`src/clt_pkg.sv`:
```
// Shared constants and types of the control link transport engine
`default_nettype none
package clt_pkg;

   // ==========================================
   // Sequence numbering
   localparam int unsigned CLT_SEQ_W  = 10;
   localparam logic [9:0]  CLT_SEQ_MAX = 10'h3e7;
   localparam logic [9:0]  CLT_ISN     = 10'h000;
   localparam logic [3:0]  CLT_REP_TX  = 4'h0;

   typedef logic [CLT_SEQ_W-1:0] clt_seq_t;

   typedef enum logic [1:0] {
      CLT_NO_CODE,
      CLT_CONNECTION_OPEN_CODE,
      CLT_CONNECTION_CLOSE_CODE
   } clt_flag_t;

   typedef struct packed {
      clt_seq_t   send_sequence_number;
      clt_seq_t   acknowledge_sequence_number;
      logic [3:0] repetition_field;
      clt_flag_t  flag;
      logic       ack_valid;
      logic       has_lp;
      logic [15:0] lp;
   } clt_pkt_t;

   typedef enum logic [3:0] {
      CLT_CLOSED, CLT_OPEN_SEND, CLT_OPEN_SENT, CLT_ACC_SEND,
      CLT_ACC_WAIT, CLT_OPEN_ACK, CLT_OPEN, CLT_CLOSE_SEND,
      CLT_CLOSE_SENT, CLT_CLOSE_REPLY, CLT_CLOSE_ACC, CLT_CLOSE_ACK
   } clt_state_t;

   // ==========================================
   // Register map
   localparam logic [7:0] CLT_OFF_CTRL    = 8'h00;
   localparam logic [7:0] CLT_OFF_STATUS  = 8'h04;
   localparam logic [7:0] CLT_OFF_TXDATA  = 8'h08;
   localparam logic [7:0] CLT_OFF_RXDATA  = 8'h0c;
   localparam logic [7:0] CLT_OFF_SEQ     = 8'h10;
   localparam logic [7:0] CLT_OFF_TIMEOUT = 8'h14;

   localparam int unsigned CLT_CTRL_OPEN_BIT  = 0;
   localparam int unsigned CLT_CTRL_CLOSE_BIT = 1;
   localparam int unsigned CLT_ST_UNA_BIT     = 4;
   localparam int unsigned CLT_ST_TXQ_BIT     = 5;
   localparam int unsigned CLT_ST_RXQ_BIT     = 6;
   localparam int unsigned CLT_ST_ACK_BIT     = 7;
   localparam int unsigned CLT_RX_VALID_BIT   = 16;
   localparam int unsigned CLT_SEQ_EXP_LSB    = 16;

   // ==========================================
   // Timing
   localparam int unsigned CLT_CLK_MHZ    = 40;
   localparam int unsigned CLT_TIMEOUT_US = 100;
   localparam logic [15:0] CLT_TIMEOUT_CYC = 16'(CLT_TIMEOUT_US * CLT_CLK_MHZ);

endpackage : clt_pkg
`default_nettype wire

```
`src/clt_seq_inc.sv`:
```
// Modulo-1000 increment of a sequence number
`timescale 1ns/100ps
`default_nettype none
module clt_seq_inc (
   input  wire clt_pkg::clt_seq_t seq,
   output var  clt_pkg::clt_seq_t seq_inc
);
   always_comb begin
      if (seq == clt_pkg::CLT_SEQ_MAX) begin
         seq_inc = '0;
      end else begin
         seq_inc = seq + 10'h001;
      end
   end
endmodule : clt_seq_inc
`default_nettype wire

```
`src/clt_buf2.sv`:
```
// Two-entry buffer with valid/ready on both sides, registered head
`timescale 1ns/100ps
`default_nettype none
module clt_buf2 #(
   parameter int unsigned W = 8
) (
   input  wire logic         clk,
   input  wire logic         rst_n,
   input  wire logic         ce,
   input  wire logic         in_valid,
   input  wire logic [W-1:0] in_data,
   output logic              in_ready,
   output logic              out_valid,
   output logic [W-1:0]      out_data,
   input  wire logic         out_ready
);
   typedef struct packed {
      logic         v0;
      logic         v1;
      logic [W-1:0] d0;
      logic [W-1:0] d1;
   } clt_buf_st_t;

   clt_buf_st_t s_reg;
   clt_buf_st_t s_next;

   assign in_ready  = ~s_reg.v1;
   assign out_valid = s_reg.v0;
   assign out_data  = s_reg.d0;

   always_comb begin
      s_next = s_reg;
      if (out_ready && s_reg.v0) begin
         s_next.d0 = s_reg.d1;
         s_next.v0 = s_reg.v1;
         s_next.v1 = 1'b0;
      end
      if (in_valid && !s_reg.v1) begin
         if (!s_next.v0) begin
            s_next.d0 = in_data;
            s_next.v0 = 1'b1;
         end else begin
            s_next.d1 = in_data;
            s_next.v1 = 1'b1;
         end
      end
   end

   always_ff @(posedge clk or negedge rst_n) begin
      if (!rst_n) begin
         s_reg <= '0;
      end else if (ce) begin
         s_reg <= s_next;
      end
   end
endmodule : clt_buf2
`default_nettype wire

```
`src/clt_engine.sv`:
```
// Control link transport connection engine with APB registers
// Functional notes
// An open request carries the open code, any sequence number, an invalid acknowledge and no logical packet.
// An accept carries the open code, any sequence number, a valid acknowledge of the request and no logical packet.
// The initiator acknowledges the accept and the connection counts as open once that acknowledge is sent.
// Either end may ask to close an open connection with a packet carrying the close code.
// A close packet counts as payload, advances the send number and is otherwise coded as on an open connection.
// The accepting end answers a close with the close code, the requester acknowledges it, then the link is closed.
// An end with data still to send refuses a close by sending an ordinary packet without the close code.
// After a refusal the requester acknowledges the data and sets the close code again in that acknowledge.
// Packets carrying data are exchanged only while the connection is open.
// Every packet carrying a logical packet is acknowledged by the receiver.
// A receiver may carry its own logical packet in the packet that acknowledges.
// One acknowledge may cover several packets and carries the send number expected next.
// The repetition field is always sent as zero.
// Sequence numbers reveal lost packets and the interrupted packet is sent again automatically.
// An unacknowledged packet is sent again when no acknowledge arrives within the time-out.
// The send number advances by one only for payload, wrapping from 999 to 0; the code also advances it once the open request or the accept is acknowledged.
//
// Decided for this implementation: the register addresses and register access over APB.
`timescale 1ns/100ps
`default_nettype none
module clt_engine (
   input  wire logic              clk,
   input  wire logic              rst_n,
   input  wire logic              ce,
   input  wire logic              psel,
   input  wire logic              penable,
   input  wire logic              pwrite,
   input  wire logic [7:0]        paddr,
   input  wire logic [31:0]       pwdata,
   output logic [31:0]            prdata,
   output logic                   pready,
   output logic                   pslverr,
   output logic                   tx_valid,
   output clt_pkg::clt_pkt_t      tx_pkt,
   input  wire logic              tx_ready,
   input  wire logic              rx_valid,
   input  wire clt_pkg::clt_pkt_t rx_pkt
);

   // ==========================================
   // State
   typedef struct packed {
      clt_pkg::clt_state_t st;
      clt_pkg::clt_seq_t   next_seq;
      clt_pkg::clt_seq_t   exp_seq;
      logic                need_ack;
      logic                una_v;
      clt_pkg::clt_pkt_t   una;
      logic                rtx;
      logic [15:0]         tmr;
      logic [15:0]         tmo;
      logic                txq_v;
      logic [15:0]         txq;
      logic                rxq_v;
      logic [15:0]         rxq;
      logic                open_req;
      logic                close_req;
      logic                pready;
      logic                pslverr;
      logic [31:0]         prdata;
   } clt_core_t;

   clt_core_t s_reg;
   clt_core_t s_next;

   clt_pkg::clt_seq_t next_inc;
   clt_pkg::clt_seq_t exp_inc;
   clt_pkg::clt_seq_t rx_inc;
   clt_pkg::clt_pkt_t pkt;
   logic              send;
   logic              bin_ready;
   logic              in_order;
   logic              carries;

   clt_seq_inc u_inc_next (
      .seq     (s_reg.next_seq),
      .seq_inc (next_inc)
   );

   clt_seq_inc u_inc_exp (
      .seq     (s_reg.exp_seq),
      .seq_inc (exp_inc)
   );

   clt_seq_inc u_inc_rx (
      .seq     (rx_pkt.send_sequence_number),
      .seq_inc (rx_inc)
   );

   // Stalled link fills this, and send waits on bin_ready
   clt_buf2 #(
      .W ($bits(clt_pkg::clt_pkt_t))
   ) u_txbuf (
      .clk       (clk),
      .rst_n     (rst_n),
      .ce        (ce),
      .in_valid  (send),
      .in_data   (pkt),
      .in_ready  (bin_ready),
      .out_valid (tx_valid),
      .out_data  (tx_pkt),
      .out_ready (tx_ready)
   );

   assign prdata  = s_reg.prdata;
   assign pready  = s_reg.pready;
   assign pslverr = s_reg.pslverr;

   assign carries  = rx_pkt.has_lp || (rx_pkt.flag == clt_pkg::CLT_CONNECTION_CLOSE_CODE);
   assign in_order = (rx_pkt.send_sequence_number == s_reg.exp_seq) && !(rx_pkt.has_lp && s_reg.rxq_v);

   always_comb begin
      s_next = s_reg;
      send   = 1'b0;
      pkt    = '0;
      pkt.repetition_field            = clt_pkg::CLT_REP_TX;
      pkt.send_sequence_number        = s_reg.next_seq;
      pkt.acknowledge_sequence_number = s_reg.exp_seq;
      pkt.ack_valid                   = 1'b1;
      pkt.flag                        = clt_pkg::CLT_NO_CODE;

      // ==========================================
      // APB slave, one wait-free access phase
      s_next.pready = psel && !penable;
      if (psel && !penable) begin
         s_next.pslverr = 1'b0;
         s_next.prdata  = '0;
         unique case (paddr)
            clt_pkg::CLT_OFF_CTRL: begin
               s_next.prdata[clt_pkg::CLT_CTRL_OPEN_BIT]  = s_reg.open_req;
               s_next.prdata[clt_pkg::CLT_CTRL_CLOSE_BIT] = s_reg.close_req;
            end
            clt_pkg::CLT_OFF_STATUS: begin
               s_next.prdata[3:0] = s_reg.st;
               s_next.prdata[clt_pkg::CLT_ST_UNA_BIT] = s_reg.una_v;
               s_next.prdata[clt_pkg::CLT_ST_TXQ_BIT] = s_reg.txq_v;
               s_next.prdata[clt_pkg::CLT_ST_RXQ_BIT] = s_reg.rxq_v;
               s_next.prdata[clt_pkg::CLT_ST_ACK_BIT] = s_reg.need_ack;
               s_next.pslverr = pwrite;
            end
            clt_pkg::CLT_OFF_TXDATA: begin
               // Full holding word refuses the write
               s_next.prdata[15:0] = s_reg.txq;
               s_next.pslverr      = pwrite && s_reg.txq_v;
            end
            clt_pkg::CLT_OFF_RXDATA: begin
               s_next.prdata[15:0] = s_reg.rxq;
               s_next.prdata[clt_pkg::CLT_RX_VALID_BIT] = s_reg.rxq_v;
               s_next.pslverr = pwrite;
            end
            clt_pkg::CLT_OFF_SEQ: begin
               s_next.prdata[9:0] = s_reg.next_seq;
               s_next.prdata[clt_pkg::CLT_SEQ_EXP_LSB +: 10] = s_reg.exp_seq;
               s_next.pslverr = pwrite;
            end
            clt_pkg::CLT_OFF_TIMEOUT: begin
               s_next.prdata[15:0] = s_reg.tmo;
            end
            default: begin
               s_next.pslverr = 1'b1;
            end
         endcase
      end
      if (psel && penable && s_reg.pready && !s_reg.pslverr) begin
         if (pwrite) begin
            unique case (paddr)
               clt_pkg::CLT_OFF_CTRL: begin
                  if (pwdata[clt_pkg::CLT_CTRL_OPEN_BIT]) begin
                     s_next.open_req = 1'b1;
                  end
                  if (pwdata[clt_pkg::CLT_CTRL_CLOSE_BIT]) begin
                     s_next.close_req = 1'b1;
                  end
               end
               clt_pkg::CLT_OFF_TXDATA: begin
                  s_next.txq   = pwdata[15:0];
                  s_next.txq_v = 1'b1;
               end
               clt_pkg::CLT_OFF_TIMEOUT: begin
                  s_next.tmo = pwdata[15:0];
               end
               default: begin
               end
            endcase
         end else if (paddr == clt_pkg::CLT_OFF_RXDATA) begin
            s_next.rxq_v = 1'b0;
         end
      end

      // ==========================================
      // Time-out on the packet awaiting its answer
      if (s_reg.una_v && s_reg.tmr != 16'h0000) begin
         s_next.tmr = s_reg.tmr - 16'h0001;
         if (s_reg.tmr == 16'h0001) begin
            s_next.rtx = 1'b1;
         end
      end

      // ==========================================
      // Transmit side
      if (bin_ready) begin
         if (s_reg.rtx && s_reg.una_v) begin
            pkt = s_reg.una;
            if (s_reg.una.ack_valid) begin
               pkt.acknowledge_sequence_number = s_reg.exp_seq;
            end
            send       = 1'b1;
            s_next.rtx = 1'b0;
            s_next.tmr = s_reg.tmo;
         end else begin
            unique case (s_reg.st)
               clt_pkg::CLT_CLOSED: begin
                  if (s_reg.open_req) begin
                     s_next.open_req = 1'b0;
                     s_next.st       = clt_pkg::CLT_OPEN_SEND;
                  end
               end
               clt_pkg::CLT_OPEN_SEND: begin
                  pkt.flag      = clt_pkg::CLT_CONNECTION_OPEN_CODE;
                  pkt.ack_valid = 1'b0;
                  send          = 1'b1;
                  s_next.st     = clt_pkg::CLT_OPEN_SENT;
               end
               clt_pkg::CLT_ACC_SEND: begin
                  pkt.flag  = clt_pkg::CLT_CONNECTION_OPEN_CODE;
                  send      = 1'b1;
                  s_next.st = clt_pkg::CLT_ACC_WAIT;
               end
               clt_pkg::CLT_OPEN_ACK: begin
                  send      = 1'b1;
                  s_next.st = clt_pkg::CLT_OPEN;
               end
               clt_pkg::CLT_CLOSE_SEND, clt_pkg::CLT_CLOSE_REPLY: begin
                  pkt.flag        = clt_pkg::CLT_CONNECTION_CLOSE_CODE;
                  send            = 1'b1;
                  s_next.next_seq = next_inc;
                  s_next.st       = (s_reg.st == clt_pkg::CLT_CLOSE_SEND) ?
                                    clt_pkg::CLT_CLOSE_SENT : clt_pkg::CLT_CLOSE_ACC;
               end
               clt_pkg::CLT_CLOSE_ACK: begin
                  send      = 1'b1;
                  s_next.st = clt_pkg::CLT_CLOSED;
               end
               clt_pkg::CLT_OPEN: begin
                  if (s_reg.close_req && !s_reg.txq_v && !s_reg.una_v) begin
                     s_next.close_req = 1'b0;
                     s_next.st        = clt_pkg::CLT_CLOSE_SEND;
                  end else if (s_reg.txq_v && !s_reg.una_v) begin
                     pkt.has_lp      = 1'b1;
                     pkt.lp          = s_reg.txq;
                     send            = 1'b1;
                     s_next.txq_v    = 1'b0;
                     s_next.next_seq = next_inc;
                  end else begin
                     send = s_reg.need_ack;
                  end
               end
               default: begin
                  send = s_reg.need_ack;
               end
            endcase
            // Anything that awaits an answer is kept for resending
            if (send && (pkt.has_lp || pkt.flag != clt_pkg::CLT_NO_CODE)) begin
               s_next.una   = pkt;
               s_next.una_v = 1'b1;
               s_next.tmr   = s_reg.tmo;
            end
         end
         if (send && pkt.ack_valid) begin
            s_next.need_ack = 1'b0;
         end
      end

      // ==========================================
      // Receive side, after transmit so that its sets win
      if (rx_valid) begin
         unique case (s_reg.st)
            clt_pkg::CLT_CLOSED: begin
               if (rx_pkt.flag == clt_pkg::CLT_CONNECTION_OPEN_CODE && !rx_pkt.ack_valid) begin
                  s_next.exp_seq = rx_inc;
                  s_next.st      = clt_pkg::CLT_ACC_SEND;
               end
            end
            clt_pkg::CLT_OPEN_SENT: begin
               if (rx_pkt.flag == clt_pkg::CLT_CONNECTION_OPEN_CODE && rx_pkt.ack_valid &&
                   rx_pkt.acknowledge_sequence_number == next_inc) begin
                  s_next.next_seq = rx_pkt.acknowledge_sequence_number;
                  s_next.exp_seq  = rx_inc;
                  s_next.una_v    = 1'b0;
                  s_next.rtx      = 1'b0;
                  s_next.st       = clt_pkg::CLT_OPEN_ACK;
               end
            end
            clt_pkg::CLT_ACC_WAIT: begin
               if (rx_pkt.ack_valid && rx_pkt.flag == clt_pkg::CLT_NO_CODE &&
                   rx_pkt.acknowledge_sequence_number == next_inc) begin
                  s_next.next_seq = next_inc;
                  s_next.una_v = 1'b0;
                  s_next.rtx   = 1'b0;
                  s_next.st    = clt_pkg::CLT_OPEN;
               end
            end
            clt_pkg::CLT_OPEN, clt_pkg::CLT_CLOSE_SENT, clt_pkg::CLT_CLOSE_ACC: begin
               if (rx_pkt.ack_valid && s_reg.una_v) begin
                  if (rx_pkt.acknowledge_sequence_number == s_reg.next_seq) begin
                     s_next.una_v = 1'b0;
                     s_next.rtx   = 1'b0;
                     if (s_reg.st == clt_pkg::CLT_CLOSE_ACC) begin
                        s_next.st = clt_pkg::CLT_CLOSED;
                     end
                  end else begin
                     s_next.rtx = 1'b1;
                  end
               end
               if (carries) begin
                  s_next.need_ack = 1'b1;
                  if (in_order) begin
                     s_next.exp_seq = exp_inc;
                     if (rx_pkt.has_lp) begin
                        s_next.rxq   = rx_pkt.lp;
                        s_next.rxq_v = 1'b1;
                     end
                     if (s_reg.st == clt_pkg::CLT_CLOSE_SENT) begin
                        if (rx_pkt.flag == clt_pkg::CLT_CONNECTION_CLOSE_CODE) begin
                           s_next.st = clt_pkg::CLT_CLOSE_ACK;
                        end else begin
                           s_next.st = clt_pkg::CLT_CLOSE_SEND;
                        end
                     end else if (s_reg.st == clt_pkg::CLT_OPEN &&
                                  rx_pkt.flag == clt_pkg::CLT_CONNECTION_CLOSE_CODE &&
                                  !s_reg.txq_v && !s_next.una_v) begin
                        s_next.st = clt_pkg::CLT_CLOSE_REPLY;
                     end
                  end
               end
            end
            default: begin
            end
         endcase
      end
   end

   always_ff @(posedge clk or negedge rst_n) begin
      if (!rst_n) begin
         s_reg          <= '0;
         s_reg.st       <= clt_pkg::CLT_CLOSED;
         s_reg.next_seq <= clt_pkg::CLT_ISN;
         s_reg.tmo      <= clt_pkg::CLT_TIMEOUT_CYC;
      end else if (ce) begin
         s_reg <= s_next;
      end
   end
endmodule : clt_engine
`default_nettype wire

```
`config.mk`:
```
export PLATFORM = sky130hd
export DESIGN_NAME = clt_engine
export DESIGN_NICKNAME = d
export VERILOG_FILES = /design/src/clt_pkg.sv /design/src/clt_seq_inc.sv /design/src/clt_buf2.sv /design/src/clt_engine.sv
export SDC_FILE = /design/constraint.sdc
export NUM_CORES = 1
export LEC_CHECK = 0
export BUFFER_PORTS_ARGS = -buffer_cell sky130_fd_sc_hd__buf_4
export CAP_MARGIN = 20
export CORE_MARGIN = 3
export CORE_UTILIZATION = 59
export CTS_CLUSTER_SIZE = 25
export DETAILED_ROUTE_END_ITERATION = 6
export PLACE_DENSITY = 0.81
export SLEW_MARGIN = 25
export SYNTH_ARGS = -nofsm -noshare
export SYNTH_HDL_FRONTEND = slang
export SYNTH_SLANG_ARGS = --single-unit
```
`constraint.sdc`:
```
create_clock -name clk -period 4.1 [get_ports clk]
set_input_delay 0.41 -clock clk [delete_from_list [all_inputs] [get_ports clk]]
set_output_delay 0.41 -clock clk [all_outputs]
set_load 0.03 [all_outputs]
```
Yosys cells after proc, flatten, opt, wreduce, memory -nomap -nowiden

Cells that the tools add are included.

Word-level logic and storage cells: 229
Output and inout port bits: 79
Bits in registers: 253

Equal/unequal tests: 29
Multiplexer cells: 113
Add/subtract/negate cells: 4
Bitwise logic cells: 2
Reduce and logical (&&, ||, !) cells: 54

Operator list:

| operator                                                        | number |
|---|---|
| 17-bit 2-to-1 mux                                               | 13 |
| 44-bit 2-to-1 mux                                               | 3 |
| 45-bit 2-to-1 mux                                               | 2 |
| 90-bit 2-to-1 mux                                               | 1 |
| 10-bit 2-to-1 mux                                               | 8 |
| 63-bit 2-to-1 mux                                               | 1 |
| 24-bit 2-to-1 mux                                               | 2 |
| 46-bit 2-to-1 mux                                               | 1 |
| 4-bit 2-to-1 mux                                                | 11 |
| 14-bit 2-to-1 mux                                               | 3 |
| 20-bit 2-to-1 mux                                               | 2 |
| 10-bit one-hot mux with 2 select lines                          | 2 |
| 1-bit 2-to-1 mux                                                | 37 |
| 16-bit 2-to-1 mux                                               | 2 |
| 10-bit by 1-bit adder with 10-bit output, second input constant | 3 |
| 10-bit == test                                                  | 3 |
| 10-bit == test, second input constant                           | 3 |
| 10-bit one-hot mux with 3 select lines                          | 1 |
| 6-bit one-hot mux with 5 select lines                           | 1 |
| 4-bit one-hot mux with 7 select lines                           | 1 |
| 26-bit 2-to-1 mux                                               | 1 |
| 1-bit logical AND                                               | 25 |
| 18-bit 2-to-1 mux                                               | 1 |
| 6-bit one-hot mux with 3 select lines                           | 1 |
| other kinds (38)                                                | 74 |

Depth between registers and ports, before layout

Gate-level depths: netlist (run 1).

Depth after elaboration: 24
Mapped depth: 13

Hierarchy

A second synthesis (run 1) with hierarchy kept.

Cell total of the unflattened synthesis: 1358
Area total of the unflattened synthesis: 14010.9 sq um

Modules (own cells, without submodules):

| module                    | area each (sq um) | times used | cells an instance |
|---|---|---|---|
| clt_engine                | 9207.6            | 1          | 933 |
| clt_buf2                  | 4022.6            | 1          | 303 |
| clt_seq_inc at u_inc_rx   | 274.0             | 1          | 41 |
| clt_seq_inc at u_inc_exp  | 255.2             | 1          | 41 |
| clt_seq_inc at u_inc_next | 251.5             | 1          | 40 |

Worst setup path before layout (run 1)

No wires, ideal clock.

Path kind: reg-to-reg
Start point: reg s_reg[160] (netlist name)
End point: reg s_reg[167] (netlist name)
Stages on the path, launching flop included: 12
Clock period less this slack: 2852 ps
Data arrival time: 2726 ps
Setup time: 126 ps
Slack: 1248 ps
Data required time: 3974 ps
Cells stage by stage: dfrtp_1 > ha_1 > buf_2 > and3_1 > buf_2 > a31oi_1 > nor3b_1 > a2111oi_4 > nand4_4 > nor3_4 > o21ai_2 > a221o_1

Longest elaborated chain between the ends: 10
Elaborated cells on any way between the ends: 15

RTL lines:

| element                                                                           | RTL line                             | text |
|---|---|---|
| start, declared                                                                   | clt_engine.sv:65                     | `clt_core_t s_reg;` |
| start signal, assigned                                                            | clt_engine.sv:352                    | `s_reg <= s_next;` |
| 10-bit by 1-bit adder with 10-bit output / 10-bit == test (equally long branches) | clt_seq_inc.sv:12, clt_seq_inc.sv:9  |  |
| 10-bit 2-to-1 mux *                                                               | clt_seq_inc.sv:9                     | `if (seq == clt_pkg::CLT_SEQ_MAX) begin` |
| 10-bit 2-to-1 mux                                                                 | clt_engine.sv:250                    | `end else if (s_reg.txq_v && !s_reg.una_v) begin` |
| 10-bit 2-to-1 mux                                                                 | clt_engine.sv:247                    | `if (s_reg.close_req && !s_reg.txq_v && !s_reg.una_v) begin` |
| 10-bit one-hot mux with 2 select lines                                            | clt_engine.sv:213                    | `unique case (s_reg.st)` |
| 14-bit 2-to-1 mux                                                                 | clt_engine.sv:204                    | `if (s_reg.rtx && s_reg.una_v) begin` |
| 14-bit 2-to-1 mux                                                                 | clt_engine.sv:203                    | `if (bin_ready) begin` |
| 14-bit 2-to-1 mux / 24-bit 2-to-1 mux (equally long branches)                     | clt_engine.sv:297, clt_engine.sv:287 |  |
| 10-bit one-hot mux with 2 select lines                                            | clt_engine.sv:279                    | `unique case (s_reg.st)` |
| 26-bit 2-to-1 mux *                                                               | clt_engine.sv:278                    | `if (rx_valid) begin` |

Every way passes the cells marked *; elsewhere a longest branch is shown, timed or not. The select of a mux whose other input is x is not followed.
A chain may end at the register's enable or synchronous reset.

Final worst setup path (run 1)

Start point: reg s_reg[170] (netlist name)
End point: reg u_txbuf.s_reg[6] (netlist name)

Longest elaborated chain between the ends: 10
Elaborated cells on any way between the ends: 23

RTL lines:

| element                                                                | RTL line          | text |
|---|---|---|
| 4-bit by 3-bit == test with 1-bit output, or another cell as far along | clt_engine.sv:213 |  |
| 6-bit OR reduction (no line)                                           | n/a               |  |
| 1-bit one-hot mux with 3 select lines                                  | clt_engine.sv:213 |  |
| 1-bit 2-to-1 mux                                                       | clt_engine.sv:204 |  |
| 1-bit 2-to-1 mux                                                       | clt_engine.sv:203 |  |
| 1-bit 2-to-1 mux                                                       | clt_engine.sv:204 |  |
| 1-bit 2-to-1 mux (2 in series)                                         | clt_engine.sv:203 |  |
| 1-bit logical AND                                                      | clt_buf2.sv:38    | `if (in_valid && !s_reg.v1) begin` |
| 3-bit AND reduction (no line)                                          | n/a               |  |
| end signal, assigned                                                   | clt_buf2.sv:53    | `s_reg <= s_next;` |
| end, declared                                                          | clt_buf2.sv:24    | `clt_buf_st_t s_reg;` |

Parallel ways exist; a longest one is shown, timed or not. The select of a mux whose other input is x is not followed.

==> out/summary.txt, run 1 <==
RSZ-0062 raised after global routing: false
CTS buffer count: 26
Ports: 171
status: finished with violations
DIE HEIGHT: 158 um
Worst EP arrival: 3.75 ns
Sw Ratio: 0.383
largest net degree at the start of global routing: 116
Leak: 7.21 nW
syn_area_per_cell: 8.93 sq um
Antenna diodes: 0
Gate power share: 0.327
CTS sink count: 249
count leader, synth: dfrtp_1
Hold WS: -0.0651 ns
fin util: 0.676
dpl hpwl: 26.1 mm
final setup fails: 0
TNS Setup: 0 ns
Setup crit end: u_txbuf.s_reg[6]
total number of vias: 11800
Buf/Inv on CP: 3
Area Growth Syn to Fin: 12.0%
crit path from: s_reg[170]
Post-CTS Setup Bufs: 0
Worst VDD drop: 0.361 mV
Final min period: 3.30 ns
failing checks: negative hold slack
layout net count: 1659
Max Root-Sink Buffers: 3
EDFF count, synth: 0
Int Power: 5.41 mW
Synth area leaders: dfrtp_1 44%, nand2_1 6.2%, mux2_2 5.2%
Clk pwr share: 0.262
Max Clock Freq: 303 MHz
Via density: 6.34
PwrDens: 572 nW/um^2
Synth Warn #: 0
CP delay by family, top: simple AND/OR/NAND/NOR gates
GR Overflow Total: 0
WL final: 37.8 mm
reg2reg end: u_txbuf.s_reg[6]
1st-pass router iterations: 6
Crit-path slowest cell: dfrtp_1
flop2flop setup slack: 0.80 ns
Async SR Flop Fraction: 1.00
Setup crit end kind: flip-flop
Crit path top cell by count: buf_4
H-tree levels: 1
Die X: 158 um
post_cts resized: 0
Primary FF master, synth: dfrtp_1
Worst Path Required: 4.54 ns
die footprint: 25100 sq um
Synth top area share: 0.444
hold bufs inserted after CTS: 0
Critical R2R Launch: s_reg[170]
Largest register FFs: 135
clk_skew: 0.0141 ns
list of most frequent post-synthesis cells: 243 x dfrtp_1, 227 x nand2_1, 127 x a21oi_1, 127 x nor2_1, 93 x o21ai_0
Worst Reg-to-Reg Cells: 12
clk root buf: clkbuf_16
Initial Utilization: 0.603
Synth area leader: dfrtp_1
DRT iter0 DRCs: 1369
number of remaining DRC errors: 0
register area share after synthesis: 0.455
Cell variety after synth: 88
Final Hold Fails: 17
Worst-Margin Slew: 1.11 ns
sequential share of power: 0.411
Max Fanout on Critical Path: 34
Total GRT Usage: 0.295
P_sw: 3.36 mW
CP cell instances: buf_4 > nor2b_1 > nand2_1 > nor3_1 > and3b_1 > o311ai_4 > buf_4 > nand2_1 > nor2_4 > buf_4 > nor2_1 > a21oi_1
Std-Cell Rows: 55
worst min path class: input pin to async pin
core area: 22700 sq um
Critical Path Max Stage Delay: 0.44 ns
worst rel slew slack: 0.261
GPL Wtd Cong: 0.962
Max Cap Violations: 0
CP Depth: 12
first-pass GRT wire length: 59.2 mm
initial antenna violation count: 0
Routed wire per std cell: 20.3 um
worst slack at placement: 0.832 ns
vias in the first global route: 11000
worst-skew pair later-pin latency: 0.53 ns
CTS tree: done
CP Class: flip-flop to flip-flop
CTS clk-pin slew, worst paths: 0.06 ns
Final Cycle Share: 0.806
Worst setup SP type: flip-flop
Post-Synthesis Cell Area: 13700 sq um
final antenna-violating net count: 0
synthesized flop and latch total: 249
Port Buf Inserts: 144
fraction of layout cells with a size suffix above 1: 0.202
Mapped Cells: 1534
Total Power: 8.77 mW
final setup margin: 0.795 ns
Final Slew Violations: 0
==> routing by layer <==
| metal | part of all wire | global-route usage | vias up |
|---|---|---|---|
| met5 | 0 | 0 | - |
| met3 | 0.087 | 0.0500 | 90 |
| li1 | - | - | 5421 |
| met4 | 0.029 | 0.0832 | 0 |
| met2 | 0.46 | 0.467 | 566 |
| met1 | 0.42 | 0.423 | 5757 |
==> cell type report <==
| class | instances | area (sq um) |
|---|---|---|
| sequential | 249 | 6240 |
| clock inverter | 12 | 76.3 |
| inverter | 26 | 97.6 |
| multi-input combinational | 1079 | 6410 |
| timing repair buffer | 179 | 1400 |
| clock buffer | 36 | 759 |
| fill | 1786 | 7370 |
| tap | 285 | 357 |
==> cells in the final DEF, fill, tap and decap left out, types with 8 or more instances in the layout <==
master / Yosys / final
o22ai_1: 22 / 22
a21oi_1: 127 / 126
a21o_1: 13 / 13
mux2_2: 63 / 63
and2_1: 8 / 8
clkbuf_16: 0 / 27
xor2_1: 14 / 14
o21ai_0: 93 / 93
nor2_1: 127 / 123
nand3_1: 90 / 90
inv_1: 26 / 26
a22oi_1: 25 / 25
a22o_1: 12 / 12
mux2i_1: 17 / 17
or3_1: 9 / 9
buf_4: 76 / 174
o21ai_1: 13 / 13
dfrtp_1: 243 / 243
nor2b_1: 14 / 14
a222oi_1: 14 / 14
xnor2_1: 19 / 19
nand2_1: 227 / 227
nor3_1: 21 / 21
nand4_1: 8 / 8
and3_1: 13 / 13
nor4_1: 11 / 11
==> stage by stage <==
stage          instance area [sq um]  std cells
5_1_grt                        15300       1866
2_1_floorplan                  13700       1539
3_5_place_dp                   14500       1818
6_report                       15300       1866
3_3_place_gp                   14500       1818
4_1_cts                        15300       1866
==> power groups by stage <==
stage	Combinational (mW)	Clock, mW	Sequential, mW
final	2.87	2.30	3.61
after global routing	3.16	2.42	3.67
after CTS	2.86	2.32	3.58
after detailed placement	2.83	0	3.62
after global placement	2.76	0	3.59
after floorplan	2.31	0	3.36
==> kinds of logic after synthesis <==
group / share of synthesized area
flops: 0.455
fa+ha+maj: 0.00548
mux: 0.0650
other cells: 0.000274
simple gates: 0.191
buf+inv: 0.0810
xor+xnor: 0.0211
compound gates: 0.181
==> how the worst min path moves through the flow <==
stage	to	slack, ns	from	depth (start not counted)
6_report	s_reg[155]	-0.07	rst_n	1
4_1_cts	s_reg[155]	0.002	rst_n	1
3_3_place_gp	s_reg[111]	0.45	s_reg[111]	2
3_5_place_dp	s_reg[109]	0.46	s_reg[109]	2
5_1_grt	s_reg[155]	0.03	rst_n	1
2_1_floorplan	prdata[0]	0.11	rst_n	0
(Power assumes the default switching activity.)
==> inputs of run 2 (changes only) <==
CORE_UTILIZATION = 53   (was 59)
PLACE_DENSITY = 0.77   (was 0.81)
clock period = 2.9 ns   (was 4.1 ns; I/O delays follow)
==> run 2 against run 1 <==
The flow finishes with violations (design-rule violations). Final area rose by 7.1%. Flip-flop and latch count did not move. Routed wire length rose by 5.3%. Sequential power rose by 40%. Clock-buffer cell count fell by 2. Global-route usage fell by 2.0 points. Via count rose by 3.0%.
==> out/summary.txt, run 2 (synthesis gave the netlist of run 1 again) <==
status: finished with violations (unchanged)
most frequent cells in the layout: 245 x buf_4, 238 x dfrtp_1, 227 x nand2_1, 125 x a21oi_1, 121 x nor2_1 (was 243 x dfrtp_1, 227 x nand2_1, 174 x buf_4, 126 x a21oi_1, 123 x nor2_1)
Port Buf Inserts: 144 (unchanged)
Std-Cell Rows: 58 (was 55)
die footprint: 27800 sq um (was 25100 sq um)
DIE HEIGHT: 167 um (was 158 um)
CP cell instances: buf_6 > nand3_4 > or3_4 > and2_4 > a2111oi_4 > nand4_4 > buf_6 > nor3_4 > buf_6 > o21ai_4 > a221o_1 (was buf_4 > nor2b_1 > nand2_1 > nor3_1 > and3b_1 > o311ai_4 > buf_4 > nand2_1 > nor2_4 > buf_4 > nor2_1 > a21oi_1)
DRT iter0 DRCs: 1270 (was 1369)
initial antenna violation count: 0 (unchanged)
Largest register FFs: 135 (unchanged)
total number of vias: 12200 (was 11800)
Final min period: 2.88 ns (was 3.30 ns)
final antenna-violating net count: 0 (unchanged)
Worst VDD drop: 0.697 mV (was 0.361 mV)
GR Overflow Total: 0 (unchanged)
H-tree levels: 1 (unchanged)
Crit-path slowest cell: dfrtp_1 (unchanged)
Critical Path Max Stage Delay: 0.41 ns (was 0.44 ns)
TNS Setup: 0 ns (unchanged)
fraction of layout cells with a size suffix above 1: 0.247 (was 0.202)
GPL Wtd Cong: 0.932 (was 0.962)
Final Slew Violations: 0 (unchanged)
sequential share of power: 0.397 (was 0.411)
Max Fanout on Critical Path: 5 (was 34)
clk root buf: clkbuf_16 (unchanged)
core area: 25300 sq um (was 22700 sq um)
Gate power share: 0.338 (was 0.327)
clk_skew: 0.0158 ns (was 0.0141 ns)
WL final: 39.8 mm (was 37.8 mm)
first-pass GRT wire length: 63.0 mm (was 59.2 mm)
Antenna diodes: 0 (unchanged)
Worst-Margin Slew: 0.890 ns (was 1.11 ns)
Crit path top cell by count: buf_6 (was buf_4)
worst-skew pair later-pin latency: 0.55 ns (was 0.53 ns)
failing checks: design-rule violations (was negative hold slack)
CTS clk-pin slew, worst paths: 0.06 ns (about the same)
CP Class: flip-flop to flip-flop (unchanged)
Die X: 167 um (was 158 um)
PwrDens: 774 nW/um^2 (was 572 nW/um^2)
Initial Utilization: 0.541 (was 0.603)
worst rel slew slack: 0.407 (was 0.261)
Critical R2R Launch: s_reg[160] (was s_reg[170])
Worst Path Required: 3.33 ns (was 4.54 ns)
CP Depth: 11 (was 12)
Filler Cells Inserted: 2051 (was 1786)
Setup crit end: s_reg[167] (was u_txbuf.s_reg[6])
CTS buffer count: 27 (was 26)
flop2flop setup slack: 0.02 ns (was 0.80 ns)
Area Growth Syn to Fin: 19.9% (was 12.0%)
1st-pass router iterations: 7 (was 6)
CTS tree: done (unchanged)
Final Hold Fails: 0 (was 17)
Max Cap Violations: 0 (unchanged)
RSZ-0062 raised after global routing: true (was false)
crit path from: s_reg[160] (was s_reg[170])
Final Cycle Share: 0.993 (was 0.806)
number of remaining DRC errors: 4 (was 0)
Buf/Inv on CP: 3 (unchanged)
CTS sink count: 249 (unchanged)
Int Power: 7.89 mW (was 5.41 mW)
reg2reg end: s_reg[167] (was u_txbuf.s_reg[6])
vias in the first global route: 11600 (was 11000)
final setup fails: 0 (unchanged)
Total Power: 12.7 mW (was 8.77 mW)
layout net count: 1767 (was 1659)
area post-placement: 15000 sq um (was 14500 sq um)
Via density: 6.04 (was 6.34)
P_sw: 4.83 mW (was 3.36 mW)
Sw Ratio: 0.380 (was 0.383)
Clk pwr share: 0.265 (was 0.262)
Max Clock Freq: 347 MHz (was 303 MHz)
largest net degree at the start of global routing: 82 (was 116)
final instance area: 16400 sq um (was 15300 sq um)
Routed wire per std cell: 19.7 um (was 20.3 um)
Worst setup SP type: flip-flop (unchanged)
Worst Reg-to-Reg Cells: 11 (was 12)
dpl hpwl: 27.4 mm (was 26.1 mm)
worst min path class: input pin to flip-flop (was input pin to async pin)
most common cell after layout, fill and taps aside: buf_4 (was dfrtp_1)
Leak: 7.76 nW (was 7.21 nW)
Worst EP arrival: 3.31 ns (was 3.75 ns)
CP delay by family, top: simple AND/OR/NAND/NOR gates (unchanged)
Total GRT Usage: 0.275 (was 0.295)
Max Root-Sink Buffers: 3 (unchanged)
Ports: 171 (unchanged)
Setup crit end kind: flip-flop (unchanged)
[run 2: cell types whose count changed in the layout (fill, tap and decap cells not counted), moves of 4 or more]
| cell | previous run | this run |
|---|---|---|
| buf_4 | 174 | 245 |
| buf_6 | 0 | 4 |
| dfrtp_1 | 243 | 238 |
| dfrtp_2 | 0 | 5 |
| dlygate4sd3_1 | 0 | 31 |
[run 2: what timing repair did]
| item | 4_1_cts | 5_1_grt |
|---|---|---|
| endpoints found under the setup margin | 13 | 51 |
| setup buffers | 0 | 21 |
| resized for setup | 2 | 29 |
| hold endpoints to repair | 117 | 0 |
| pin swaps | 3 | 15 |
| hold buffers | 31 | 0 |
[run 2: through the flow]
step	instances	hold WS, ns	setup WS (ns)	util
2_1_floorplan	1539	-0.00559	0.0479	-
3_3_place_gp	1919	0.333	-0.0483	0.592
3_5_place_dp	1919	0.334	-0.0733	0.592
4_1_cts	1999	0.00263	0.00255	0.639
5_1_grt	2019	0.00200	-0.112	0.649
6_report	2019	0.00249	0.0210	0.649
[run 2: worst register-to-register path: cells and delay by family (launching register included)]
family          cells  cell delay, ns
simple gates        5            1.07
compound gates      3            0.81
buf+inv             3            0.47
flops               1            0.41
[run 2: power groups by stage]
stage          Clock (mW)  Sequential [mW]  Combinational, mW
2_1_floorplan           0             4.75               3.26
3_3_place_gp            0             5.04               4.07
3_5_place_dp            0             5.07               4.15
4_1_cts              3.39             5.02               4.22
5_1_grt              3.55             5.15               4.71
6_report             3.37             5.04               4.30
[run 2: worst min-delay path by stage]
stage                from    endpoint  slack [ns]  cells after the start
2_1_floorplan       rst_n   prdata[0]      -0.006                      0
3_3_place_gp        rst_n  s_reg[158]        0.33                      1
3_5_place_dp        rst_n  s_reg[158]        0.33                      1
4_1_cts        rx_pkt[11]   s_reg[47]       0.003                      2
5_1_grt        rx_pkt[11]   s_reg[47]       0.002                      2
6_report       rx_pkt[11]   s_reg[47]       0.002                      2
[run 2: final cells by class]
type                            instances  area (sq um)  share of cell area
Sequential cell                       249          6240               0.380
Timing Repair Buffer                  286          2310               0.141
Multi-Input combinational cell       1079          6500               0.395
Inverter                               26          97.6             0.00594
Clock buffer                           34           742              0.0452
Tap cell                              330           413              0.0251
Clock inverter                         15           126             0.00769
[run 2: per-layer routing]
| layer | global-route usage | share of wire | routed length (um) |
|---|---|---|---|
| met4 | 0.0843 | 0.026 | 1040 |
| met5 | 0 | 0 | 0 |
| met2 | 0.434 | 0.47 | 18700 |
| met1 | 0.401 | 0.42 | 16900 |
| met3 | 0.0366 | 0.081 | 3220 |
==> inputs of run 3 (changes only) <==
==> constraint.sdc (replaced) <==
create_clock -name clk -period 2.9 [get_ports clk]
set_input_delay 0.58 -clock clk [delete_from_list [all_inputs] [get_ports clk]]
set_output_delay 0.58 -clock clk [all_outputs]
set_load 0.03 [all_outputs]
==> run 3 against run 2 <==
The flow now finishes without violations. Clock-buffer cell count is 5 higher. Sequential share of layout area grew 0.72 points. Maximum frequency up 1.9%. First-iteration DRC count is 4.4% lower. Power is 1.0% higher. Non-clock buffer count is 39 lower. Final area decreased by 1.9%. Hold slack improved by 0.28 ns. Sequential power is essentially flat. Routed wire length is 2.1% lower. Register-to-register slack gained 0.05 ns. Critical endpoint is now s_reg[172].
==> out/summary.txt, run 3 (synthesis gave the netlist of run 1 again) <==
status: finished clean (was finished with violations)
Max Fanout on Critical Path: 6 (was 5)
Worst-Margin Slew: 0.931 ns (was 0.890 ns)
Routed wire per std cell: 19.7 um (about the same)
Max Root-Sink Buffers: 3 (unchanged)
clk root buf: clkbuf_16 (unchanged)
Leak: 7.63 nW (was 7.76 nW)
CTS tree: done (unchanged)
final setup margin: 0.0755 ns (was 0.0210 ns)
Max Cap Violations: 0 (unchanged)
initial antenna violation count: 0 (unchanged)
CP Class: flip-flop to flip-flop (unchanged)
Ports: 171 (unchanged)
Total Power: 12.8 mW (was 12.7 mW)
Final Cycle Share: 0.974 (was 0.993)
Largest register FFs: 135 (unchanged)
P_sw: 4.75 mW (was 4.83 mW)
Std-Cell Rows: 58 (unchanged)
Final Hold Fails: 0 (unchanged)
worst rel slew slack: 0.379 (was 0.407)
Total GRT Usage: 0.273 (was 0.275)
worst min path class: input pin to flip-flop (unchanged)
WL final: 39.0 mm (was 39.8 mm)
vias in the first global route: 11400 (was 11600)
Max Clock Freq: 354 MHz (was 347 MHz)
fin util: 0.636 (was 0.649)
first-pass GRT wire length: 62.0 mm (was 63.0 mm)
register area: 6240 sq um (about the same)
Worst EP arrival: 3.23 ns (was 3.31 ns)
final setup fails: 0 (unchanged)
worst-skew pair later-pin latency: 0.53 ns (was 0.55 ns)
Initial Utilization: 0.541 (unchanged)
fraction of layout cells with a size suffix above 1: 0.243 (was 0.247)
Worst VDD drop: 0.665 mV (was 0.697 mV)
1st-pass router iterations: 5 (was 7)
Final Slew Violations: 0 (unchanged)
layout net count: 1728 (was 1767)
final antenna-violating net count: 0 (unchanged)
die footprint: 27800 sq um (unchanged)
sequential share of power: 0.391 (was 0.397)
DIE HEIGHT: 167 um (unchanged)
Port Buf Inserts: 144 (unchanged)
GPL Wtd Cong: 0.931 (was 0.932)
Final min period: 2.82 ns (was 2.88 ns)
GR Overflow Total: 0 (unchanged)
number of remaining DRC errors: 0 (was 4)
most common cell after layout, fill and taps aside: dfrtp_1 (was buf_4)
PwrDens: 797 nW/um^2 (was 774 nW/um^2)
Setup crit end kind: flip-flop (unchanged)
CTS buffer count: 27 (unchanged)
core area: 25300 sq um (unchanged)
worst slack at placement: 0.0231 ns (was -0.0733 ns)
most frequent cells in the layout: 240 x dfrtp_1, 233 x buf_4, 226 x nand2_1, 125 x a21oi_1, 122 x nor2_1 (was 245 x buf_4, 238 x dfrtp_1, 227 x nand2_1, 125 x a21oi_1, 121 x nor2_1)
Sw Ratio: 0.370 (was 0.380)
Die X: 167 um (unchanged)
Gate power share: 0.336 (was 0.338)
dpl hpwl: 27.7 mm (was 27.4 mm)
Int Power: 8.10 mW (was 7.89 mW)
Worst Path Required: 3.31 ns (was 3.33 ns)
Clk pwr share: 0.273 (was 0.265)
largest net degree at the start of global routing: 63 (was 82)
Worst setup SP type: flip-flop (unchanged)
Area Growth Syn to Fin: 17.7% (was 19.9%)
Antenna diodes: 0 (unchanged)
clk_skew: 0.0101 ns (was 0.0158 ns)
RSZ-0062 raised after global routing: true (unchanged)
H-tree levels: 1 (unchanged)
DRT iter0 DRCs: 1214 (was 1270)
CTS sink count: 249 (unchanged)
CTS clk-pin slew, worst paths: 0.06 ns (about the same)
TNS Setup: 0 ns (unchanged)
Filler Cells Inserted: 2038 (was 2051)
total number of vias: 12100 (was 12200)
multi-input logic area: 6500 sq um (about the same)
Via density: 6.11 (was 6.04)
-- run 3: cell types whose count changed in the layout (fill, tap and decap cells not counted), sizes merged --
cell         delta
bufinv          +2
buf             -9
dlygate4sd3    -30
clkinv          -6
clkbuf          +5
clkinvlp        -3
-- run 3: metal layers --
metal | GRT usage | wire length (um) | up-vias
met2 | 0.429 | 18200 | 524
li1 | - | - | 5554
met5 | 0 | 0 | -
met1 | 0.393 | 16600 | 5921
met3 | 0.0427 | 3100 | 80
met4 | 0.0836 | 1080 | 0
-- run 3: what timing repair did --
action,CTS,global route
buffers inserted,0,9
setup endpoints to repair,0,45
resized for setup,0,36
hold buffers,1,0
hold endpoints to repair,35,0
-- run 3: area by class of cell --
class                           instances  share of cell area
Inverter                               26             0.00605
Sequential cell                       249               0.387
Clock buffer                           39              0.0484
Multi-Input combinational cell       1079               0.403
Tap cell                              330              0.0256
Timing Repair Buffer                  247               0.122
Clock inverter                          8             0.00761
-- run 3: final timing paths --
kind	startpoint	end	slack, ns	cells past startpoint
setup / recovery	s_reg[159]	s_reg[172]	0.08	10
setup reg to reg	s_reg[159]	s_reg[172]	0.08	10
hold reg to reg	prdata[22]	prdata[22]	0.47	2
hold / removal	rx_pkt[5]	s_reg[41]	0.28	2
max in group asynchronous	rst_n	s_reg[81]	1.53	3
min in group asynchronous	rst_n	s_reg[153]	0.54	2
-- run 3: critical path: stages, from the launching register on --
cell and delay [ns]:
dfrtp_1 0.42, buf_6 0.16, nand3_4 0.11, or3_4 0.34
and2_4 0.18, a2111oi_4 0.38, nand4_4 0.25, a211oi_2 0.28
a21oi_2 0.07, o32a_1 0.31, o221a_1 0.21
-- run 3: stage by stage --
stage | cells | hold WS (ns) | area [sq um]
2_1_floorplan | 1539 | 0.284 | 13700
3_3_place_gp | 1921 | 0.449 | 15000
3_5_place_dp | 1921 | 0.457 | 15000
4_1_cts | 1969 | 0.267 | 15900
5_1_grt | 1978 | 0.278 | 16100
6_report | 1978 | 0.279 | 16100
-- run 3: power groups by stage --
stage | registers [mW] | clock network, mW | logic [mW]
final | 5.02 | 3.51 | 4.31
after global routing | 5.14 | 3.70 | 4.72
after global placement | 5.02 | 0 | 4.09
after CTS | 5.00 | 3.56 | 4.22
after detailed placement | 5.05 | 0 | 4.19
after floorplan | 4.75 | 0 | 3.26
